$ cat src/inc/qdr_pkg.sv
// Shared constants, fields and check code for the readback link
package qdr_pkg;
   localparam int FRAME_BITS = 24;
   localparam int CHECK_BITS = 8;
   localparam int LONG_BITS = FRAME_BITS + CHECK_BITS;
   localparam int DATA_W = 16;
   localparam int N_REGS = 27;
   localparam int RW_BIT = 23;
   localparam int ADDR_HI_BIT = 22;
   localparam int ADDR_LO_BIT = 21;
   localparam int SEL_MSB = 20;
   localparam int SEL_LSB = 16;
   localparam logic [4:0] SEL_CLEAR_BASE = 5'h10;
   localparam logic [4:0] SEL_SLEW_BASE = 5'h14;
   localparam logic [4:0] SEL_STATUS = 5'h18;
   localparam logic [4:0] SEL_MAIN = 5'h19;
   localparam logic [4:0] SEL_SUPPLY = 5'h1a;
   localparam logic [23:0] NO_OPERATION_WORD = 24'h3c_e000;
   localparam logic [2:0] SLEW_FIXED = 3'h0;
   localparam int SLEW_FIXED_LSB = 13;
   localparam int SLEW_EN_BIT = 12;
   localparam int SLEW_CLK_LSB = 3;
   localparam int SLEW_STEP_LSB = 0;
   localparam int ST_LIMIT_LSB = 12;
   localparam int ST_CHECK_EN = 11;
   localparam int ST_CHECK_ERR = 10;
   localparam int ST_RAMP = 9;
   localparam int ST_HOT = 8;
   localparam int ST_VFAULT_LSB = 4;
   localparam int ST_IFAULT_LSB = 0;
   localparam int MAIN_STATUS_ON_WRITE = 11;
   localparam int MAIN_FRAME_CHECK = 12;
   localparam logic [15:0] REG_RESET = 16'h0000;
   localparam logic [7:0] CRC_POLY = 8'h07;
   localparam logic [31:0] HOST_TX_OFS = 32'h0000_0000;
   localparam logic [31:0] HOST_CFG_OFS = 32'h0000_0004;
   localparam logic [31:0] HOST_RX_OFS = 32'h0000_0008;
   localparam logic [31:0] HOST_STAT_OFS = 32'h0000_000c;
   localparam int CFG_CHECK_BIT = 0;
   localparam int STAT_BUSY_BIT = 0;
   localparam int STAT_CRC_ERR_BIT = 1;
   localparam int CLK_NS = 50;
   localparam int SCLK_HALF_NS = 200;
   localparam int SCLK_HALF_CYC = SCLK_HALF_NS / CLK_NS;

   // CRC-8 over a 24-bit word, msb first
   function automatic logic [7:0] crc8(input logic [23:0] d);
      logic [7:0] c;
      c = 8'h00;
      for (int i = 23; i >= 0; i--) begin
         if (c[7] ^ d[i]) begin
            c = {c[6:0], 1'b0} ^ CRC_POLY;
         end else begin
            c = {c[6:0], 1'b0};
         end
      end
      return c;
   endfunction : crc8
endpackage : qdr_pkg

$ cat src/inc/qdr_link_if.sv
// Serial link between the host controller and the converter device
`timescale 1ns/100ps
interface qdr_link_if;
   logic sclk;
   logic sync_n;
   logic sdin;
   logic sdo;
   modport dev(input sclk, input sync_n, input sdin, output sdo);
   modport host(output sclk, output sync_n, output sdin, input sdo);
endinterface : qdr_link_if

$ cat src/rtl/qdr_device.sv
// Device end: serial frame decode, register bank, readback and status
//
// Chosen here: the serial register port and the address map.
`timescale 1ns/100ps
module qdr_device #(
   parameter int N_REGS = qdr_pkg::N_REGS
) (
   input wire logic hclk,
   input wire logic hresetn,
   qdr_link_if.dev link,
   input wire logic [3:0] limit_event,
   input wire logic [3:0] current_mode,
   input wire logic [3:0] vout_fault,
   input wire logic [3:0] iout_fault,
   input wire logic overheat,
   input wire logic [3:0] ramp_busy,
   input wire logic chip_addr_hi,
   input wire logic chip_addr_lo,
   output logic fault_alarm_n,
   output logic [3:0] ramp_enable
);
   logic [2:0] sclk_sync_reg;
   logic [2:0] sync_sync_reg;
   logic [1:0] din_sync_reg;
   logic [1:0] ahi_sync_reg;
   logic [1:0] alo_sync_reg;
   logic [1:0] chip_addr_reg;
   logic [15:0] regs [N_REGS];
   logic [31:0] rx_shift_reg;
   logic [5:0] bit_cnt_reg;
   logic [31:0] tx_shift_reg;
   logic sdo_reg;
   logic pending_reg;
   logic [4:0] pending_sel_reg;
   logic check_err_reg;
   logic [15:0] status_reg;
   logic [15:0] status_next;
   logic sclk_rise;
   logic sclk_fall;
   logic frame_start;
   logic frame_end;
   logic in_frame;
   logic frame_check;
   logic status_on_write;
   logic [5:0] expect_bits;
   logic [23:0] rx_word;
   logic crc_ok;
   logic addr_ok;
   logic [4:0] rx_sel;
   logic write_ok;
   logic [15:0] out_data;
   logic [23:0] out_word;
   logic [31:0] out_load;

   // Link pins pass two flops; edges seen between second and third
   always_ff @(posedge hclk or negedge hresetn) begin
      if (!hresetn) begin
         sclk_sync_reg <= 3'h0;
         sync_sync_reg <= 3'h7;
         din_sync_reg <= 2'h0;
         ahi_sync_reg <= 2'h0;
         alo_sync_reg <= 2'h0;
      end else begin
         sclk_sync_reg <= {sclk_sync_reg[1:0], link.sclk};
         sync_sync_reg <= {sync_sync_reg[1:0], link.sync_n};
         din_sync_reg <= {din_sync_reg[0], link.sdin};
         ahi_sync_reg <= {ahi_sync_reg[0], chip_addr_hi};
         alo_sync_reg <= {alo_sync_reg[0], chip_addr_lo};
      end
   end

   // Address straps re-registered every cycle after release of reset
   always_ff @(posedge hclk or negedge hresetn) begin
      if (!hresetn) begin
         chip_addr_reg <= 2'h0;
      end else begin
         chip_addr_reg <= {ahi_sync_reg[1], alo_sync_reg[1]};
      end
   end

   assign sclk_rise = sclk_sync_reg[1] & ~sclk_sync_reg[2];
   assign sclk_fall = ~sclk_sync_reg[1] & sclk_sync_reg[2];
   assign frame_start = ~sync_sync_reg[1] & sync_sync_reg[2];
   assign frame_end = sync_sync_reg[1] & ~sync_sync_reg[2];
   assign in_frame = ~sync_sync_reg[1];

   assign frame_check = regs[qdr_pkg::SEL_MAIN][qdr_pkg::MAIN_FRAME_CHECK];
   assign status_on_write =
      regs[qdr_pkg::SEL_MAIN][qdr_pkg::MAIN_STATUS_ON_WRITE];
   assign expect_bits = frame_check ? 6'(qdr_pkg::LONG_BITS) :
      6'(qdr_pkg::FRAME_BITS);

   // Received word and its check
   assign rx_word = frame_check ? rx_shift_reg[31:8] : rx_shift_reg[23:0];
   assign crc_ok = !frame_check ||
      (qdr_pkg::crc8(rx_word) == rx_shift_reg[7:0]);
   assign addr_ok = (rx_word[qdr_pkg::ADDR_HI_BIT:qdr_pkg::ADDR_LO_BIT]
      == chip_addr_reg);
   assign rx_sel = rx_word[qdr_pkg::SEL_MSB:qdr_pkg::SEL_LSB];

   // Status is never a write target; slew words need fixed top bits
   always_comb begin
      write_ok = (rx_sel < 5'(N_REGS)) && (rx_sel != qdr_pkg::SEL_STATUS);
      if (rx_sel[4:2] == qdr_pkg::SEL_SLEW_BASE[4:2]) begin
         write_ok = write_ok && (rx_word[15:qdr_pkg::SLEW_FIXED_LSB]
            == qdr_pkg::SLEW_FIXED);
      end
   end

   // Live status word
   always_comb begin
      status_next = 16'h0000;
      status_next[qdr_pkg::ST_LIMIT_LSB +: 4] = limit_event;
      status_next[qdr_pkg::ST_CHECK_EN] = frame_check;
      status_next[qdr_pkg::ST_CHECK_ERR] = check_err_reg;
      status_next[qdr_pkg::ST_RAMP] = |(ramp_busy & ramp_enable);
      status_next[qdr_pkg::ST_HOT] = overheat;
      status_next[qdr_pkg::ST_VFAULT_LSB +: 4] = vout_fault;
      status_next[qdr_pkg::ST_IFAULT_LSB +: 4] =
         iout_fault | (limit_event & current_mode);
   end

   always_ff @(posedge hclk or negedge hresetn) begin
      if (!hresetn) begin
         status_reg <= qdr_pkg::REG_RESET;
      end else begin
         status_reg <= status_next;
      end
   end

   // Alarm from faults only, never from converter limit flags
   always_ff @(posedge hclk or negedge hresetn) begin
      if (!hresetn) begin
         fault_alarm_n <= 1'b1;
      end else begin
         fault_alarm_n <= ~(|vout_fault | |iout_fault | overheat |
            check_err_reg);
      end
   end

   // Register selected for the outgoing frame
   always_comb begin
      out_data = 16'h0000;
      if (pending_reg) begin
         if (pending_sel_reg == qdr_pkg::SEL_STATUS) begin
            out_data = status_reg;
         end else if (pending_sel_reg < 5'(N_REGS)) begin
            out_data = regs[pending_sel_reg];
         end
      end else if (status_on_write) begin
         out_data = status_reg;
      end
   end

   assign out_word = {8'h00, out_data};
   assign out_load = frame_check ? {out_word, qdr_pkg::crc8(out_word)} :
      {out_word, 8'h00};

   // Receive shifter, sampled on rising serial clock
   always_ff @(posedge hclk or negedge hresetn) begin
      if (!hresetn) begin
         rx_shift_reg <= 32'h0000_0000;
         bit_cnt_reg <= 6'h00;
      end else if (frame_start) begin
         rx_shift_reg <= 32'h0000_0000;
         bit_cnt_reg <= 6'h00;
      end else if (in_frame && sclk_rise) begin
         rx_shift_reg <= {rx_shift_reg[30:0], din_sync_reg[1]};
         if (bit_cnt_reg != 6'h3f) begin
            bit_cnt_reg <= bit_cnt_reg + 6'h01;
         end
      end
   end

   // Transmit shifter: first bit at frame start, next on falling clock
   always_ff @(posedge hclk or negedge hresetn) begin
      if (!hresetn) begin
         tx_shift_reg <= 32'h0000_0000;
         sdo_reg <= 1'b0;
      end else if (frame_start) begin
         sdo_reg <= out_load[31];
         tx_shift_reg <= {out_load[30:0], 1'b0};
      end else if (in_frame && sclk_fall) begin
         sdo_reg <= tx_shift_reg[31];
         tx_shift_reg <= {tx_shift_reg[30:0], 1'b0};
      end
   end

   assign link.sdo = sdo_reg;

   // Frame completion: read latch, check error, register writes
   always_ff @(posedge hclk or negedge hresetn) begin
      if (!hresetn) begin
         pending_reg <= 1'b0;
         pending_sel_reg <= 5'h00;
         check_err_reg <= 1'b0;
      end else if (frame_end) begin
         pending_reg <= 1'b0;
         if (bit_cnt_reg == expect_bits) begin
            check_err_reg <= ~crc_ok;
            if (crc_ok && addr_ok && rx_word[qdr_pkg::RW_BIT]) begin
               pending_reg <= 1'b1;
               pending_sel_reg <= rx_sel;
            end
         end
      end
   end

   always_ff @(posedge hclk or negedge hresetn) begin
      if (!hresetn) begin
         for (int i = 0; i < N_REGS; i++) begin
            regs[i] <= qdr_pkg::REG_RESET;
         end
      end else if (frame_end && bit_cnt_reg == expect_bits && crc_ok &&
            addr_ok && !rx_word[qdr_pkg::RW_BIT] && write_ok) begin
         regs[rx_sel] <= rx_word[15:0];
      end
   end

   // Per-channel ramp enables from the slew registers
   always_ff @(posedge hclk or negedge hresetn) begin
      if (!hresetn) begin
         ramp_enable <= 4'h0;
      end else begin
         for (int ch = 0; ch < 4; ch++) begin
            ramp_enable[ch] <= regs[qdr_pkg::SEL_SLEW_BASE + 5'(ch)]
               [qdr_pkg::SLEW_EN_BIT];
         end
      end
   end
endmodule : qdr_device

$ cat src/flat_wrapper.sv
// flat-port wrapper written by rule: the top's interface ports become plain ports
module qdr_device_flat 
#(
   parameter int N_REGS = qdr_pkg::N_REGS
)
  (hclk, hresetn, limit_event, current_mode, vout_fault, iout_fault, overheat, ramp_busy, chip_addr_hi, chip_addr_lo, fault_alarm_n, ramp_enable, link_sclk, link_sync_n, link_sdin, link_sdo);
  qdr_link_if link_i ();
  input wire logic hclk;
  input wire logic hresetn;
  input wire logic [3:0] limit_event;
  input wire logic [3:0] current_mode;
  input wire logic [3:0] vout_fault;
  input wire logic [3:0] iout_fault;
  input wire logic overheat;
  input wire logic [3:0] ramp_busy;
  input wire logic chip_addr_hi;
  input wire logic chip_addr_lo;
  output logic fault_alarm_n;
  output logic [3:0] ramp_enable;
  input wire logic [$bits(link_i.sclk)-1:0] link_sclk;
  input wire logic [$bits(link_i.sync_n)-1:0] link_sync_n;
  input wire logic [$bits(link_i.sdin)-1:0] link_sdin;
  output wire logic [$bits(link_i.sdo)-1:0] link_sdo;
  assign link_i.sclk = link_sclk;
  assign link_i.sync_n = link_sync_n;
  assign link_i.sdin = link_sdin;
  assign link_sdo = link_i.sdo;
  qdr_device #(.N_REGS(N_REGS)) u_core (.hclk(hclk), .hresetn(hresetn), .link(link_i), .limit_event(limit_event), .current_mode(current_mode), .vout_fault(vout_fault), .iout_fault(iout_fault), .overheat(overheat), .ramp_busy(ramp_busy), .chip_addr_hi(chip_addr_hi), .chip_addr_lo(chip_addr_lo), .fault_alarm_n(fault_alarm_n), .ramp_enable(ramp_enable));
endmodule
$ cat config.mk
export PLATFORM = sky130hd
export DESIGN_NAME = qdr_device_flat
export DESIGN_NICKNAME = d
export VERILOG_FILES = /design/src/inc/qdr_pkg.sv /design/src/inc/qdr_link_if.sv /design/src/rtl/qdr_device.sv /design/src/flat_wrapper.sv
export SDC_FILE = /design/constraint.sdc
export NUM_CORES = 1
export LEC_CHECK = 0
export ABC_AREA = 1
export BUFFER_PORTS_ARGS = -buffer_cell sky130_fd_sc_hd__buf_2
export CORE_MARGIN = 2
export CORE_UTILIZATION = 45
export CTS_CLUSTER_DIAMETER = 120
export DETAILED_ROUTE_END_ITERATION = 10
export HOLD_SLACK_MARGIN = 0.12
export SETUP_SLACK_MARGIN = 0.05
export SLEW_MARGIN = 5
export SYNTH_ARGS = -nofsm -noshare
export SYNTH_HDL_FRONTEND = slang
export SYNTH_SLANG_ARGS = --single-unit
$ cat constraint.sdc
create_clock -name hclk -period 9.5 [get_ports hclk]
set_input_delay 0.95 -clock hclk [delete_from_list [all_inputs] [get_ports hclk]]
set_output_delay 0.95 -clock hclk [all_outputs]
set_load 0.02 [all_outputs]
==> reports/results.txt <==
status: complete, no violations
count of hold-fix buffers inserted at cts: 0
Clock Latency Late Sink: 640 ps
clock sink count: 544
Max Fclk: 160 MHz
iteration-0 DRC count of the detailed router: 2849
Worst Path Arrival: 6750 ps
post-synthesis area per instance: 7.46 um^2
Final min period: 6240 ps
Clk pin slew, worst setup/hold paths: 60 ps
predominant post-synthesis flop cell: dfrtp_1
crit path max fanout: 51
H-tree levels: 2
PwrDens: 159 nW/um^2
HPWL after detailed placement: 53500 um
die area: 64200 um^2
crit path launch type: flip-flop
# setup viols final: 0
initial antenna violation count: 1
Slowest cell on crit path: nor2_4
Pleak: 15.7 nW
Largest register FFs: 431
CP Class: flip-flop to flip-flop
root buffer selected by CTS: clkbuf_16
first-pass GRT wire length: 145000 um
post-DR vias/cell: 5.62
WL final: 93600 um
relative slew slack: 19.4%
GPL Wtd Cong: 0.892
Cell Area, Synth: 28000 um^2
Initial Util: 45.4%
Overflow after GRT: 0
RSZ-0062 raised after global routing: no
antenna viol nets, final: 0
gr usage total: 29.3%
number of global-route vias before repair: 23720
Max Cap Viol: 0
die height: 253 um
CP required: 10020 ps
setup TNS: 0 ps
Netlist cell types: 49
largest net degree at the start of global routing: 151
Peak VDD IR: 0.146 mV
PortBufs: 33
Resized cells post-CTS: 0
Area growth, synth to finish: 9.09%
Yosys reg bits: 544
CTS Buf Count: 59
part of the cycle the worst path needs: 65.7%
Syn Inst Count: 3753
crit end category: flip-flop
number of I/O pins: 34
area of the core: 61600 um^2
Die Span X: 253 um
layout cells sized above 1: 6.94%
Slew Viols, Final: 0
HP Class: flip-flop to flip-flop
Fin. Hold Viols: 0
site row count: 91
vias: 25355
post-CTS setup buffers: 0
Layout Nets: 3662
fin area: 30500 um^2
n_diodes: 0
dpl cell area: 28500 um^2
Max Root-Sink Buffers: 3
wire per inst: 20.7 um
slew at the pin closest to its max-slew limit: 1200 ps
Post-synth EDFFs: 0
crit-path max cell delay: 690 ps
cell mode on critical path: nand2_1
First-pass DRT Iterations: 5
Synth async-reset ratio: 100%
Clock Skew: 12.9 ps
CTS tree: yes
YS warnings: 0
DRC violations left: 0
Seq/Total Area, Yosys: 48.7%
Synthesized Nets: 3789
layer usage:
metal / track usage (%) / part of all wire (%)
met4: 7.84 / 2.4
met1: 42.2 / 45
met5: 0 / 0.014
met3: 5.45 / 7.4
met2: 45.3 / 45
stage by stage:
| step | power (mW) | hold slack [ps] | setup WS [ps] | instances | utilization (%) |
|---|---|---|---|---|---|
| after global routing | 5.00 | 357 | 2680 | 4512 | 49.6 |
| after floorplan | 2.44 | 331 | 5850 | 3753 | - |
| after global placement | 2.52 | 331 | 3510 | 4402 | 46.3 |
| after CTS | 4.89 | 354 | 3340 | 4512 | 49.6 |
| after detailed placement | 2.52 | 338 | 3370 | 4402 | 46.3 |
| final | 4.85 | 352 | 3260 | 4512 | 49.6 |
synthesized netlist by cell type, types with 5 or more instances:
library cell     n  area share, %
nand4_1         55            1.2
buf_4           10           0.27
a22oi_1         22           0.59
clkbuf_1       171            2.3
o31ai_1          7           0.19
buf_1           15           0.20
o21ai_0        162            2.9
inv_1          130            1.7
a21oi_1         55           0.98
xor2_1           5           0.16
inv_2            8           0.11
nand2_1       1522             20
nand2_2          5           0.11
o2111ai_1       13           0.41
o211ai_1        23           0.62
dfrtp_1        540             48
a21boi_0         7           0.19
nor2_1         191            2.6
ha_1             8           0.36
a21o_1           5           0.13
or2_2           11           0.25
buf_6            9           0.36
nand3_4         20            1.3
nand3_1        645             12
buf_2           62            1.1
critical path: cells and delay by family, from the launching register on:
| kind | cells | cell delay [ps] |
|---|---|---|
| XOR/XNOR | 1 | 290 |
| flip-flops | 1 | 340 |
| adder cells (fa/ha/maj) | 1 | 290 |
| buffers and inverters | 8 | 1840 |
| AND/OR/NAND/NOR | 20 | 3340 |
cell usage in the layout (no fill, tap or decap), types with 5 or more instances in the layout:
| cell type | count |
|---|---|
| ha_1 | 8 |
| a21o_1 | 5 |
| o31ai_1 | 7 |
| buf_4 | 44 |
| xor2_1 | 5 |
| nand3_4 | 20 |
| clkbuf_1 | 14 |
| buf_2 | 32 |
| clkbuf_16 | 61 |
| nor2_4 | 13 |
| a21oi_1 | 55 |
| nand2_1 | 1521 |
| nor2_1 | 180 |
| o211ai_1 | 23 |
| nand3_1 | 645 |
| a22oi_1 | 22 |
| clkinv_2 | 14 |
| clkbuf_8 | 14 |
| o21ai_0 | 157 |
| nand2_2 | 6 |
| inv_1 | 128 |
| a21boi_0 | 7 |
| o2111ai_1 | 13 |
| or2_2 | 11 |
| dfrtp_1 | 536 |
| inv_2 | 8 |
| nand4_1 | 55 |
final cells by class:
class                   count  area, um^2
clock buffers              89        1770
clock inverters            21         216
fillers                  6120       31100
inverters                 140         529
multi-input cells        2800       12800
flip-flops and latches    544       13600
well taps                 837        1050
repair buffers             81         586
report_power, final:
| part | switching, mW | internal, mW |
|---|---|---|
| logic | 0.0960 | 0.0263 |
| clock network | 0.988 | 1.39 |
| registers | 0.0136 | 2.34 |
cell families after synthesis:
| logic type | after synthesis | synth area share (%) |
|---|---|---|
| simple gates | 2469 | 37.9 |
| flops | 544 | 48.7 |
| buf+inv | 409 | 6.25 |
| compound gates | 311 | 6.49 |
| xor+xnor | 8 | 0.250 |
| fa+ha+maj | 8 | 0.358 |
| mux | 4 | 0.143 |
path summary, 6_finish.rpt:
path,depth (start not counted),to,slack (ps),startpoint
setup / recovery,30,u_core.regs[134],3260,u_core.frame_check
hold / removal,0,u_core.alo_sync_reg[1],350,u_core.alo_sync_reg[0]
setup reg to reg,30,u_core.regs[134],3260,u_core.frame_check
hold reg to reg,0,u_core.alo_sync_reg[1],350,u_core.alo_sync_reg[0]
max in group asynchronous,3,u_core.regs[127],6810,hresetn
min in group asynchronous,1,u_core.regs[408],380,hresetn
(Power assumes the default switching activity.)
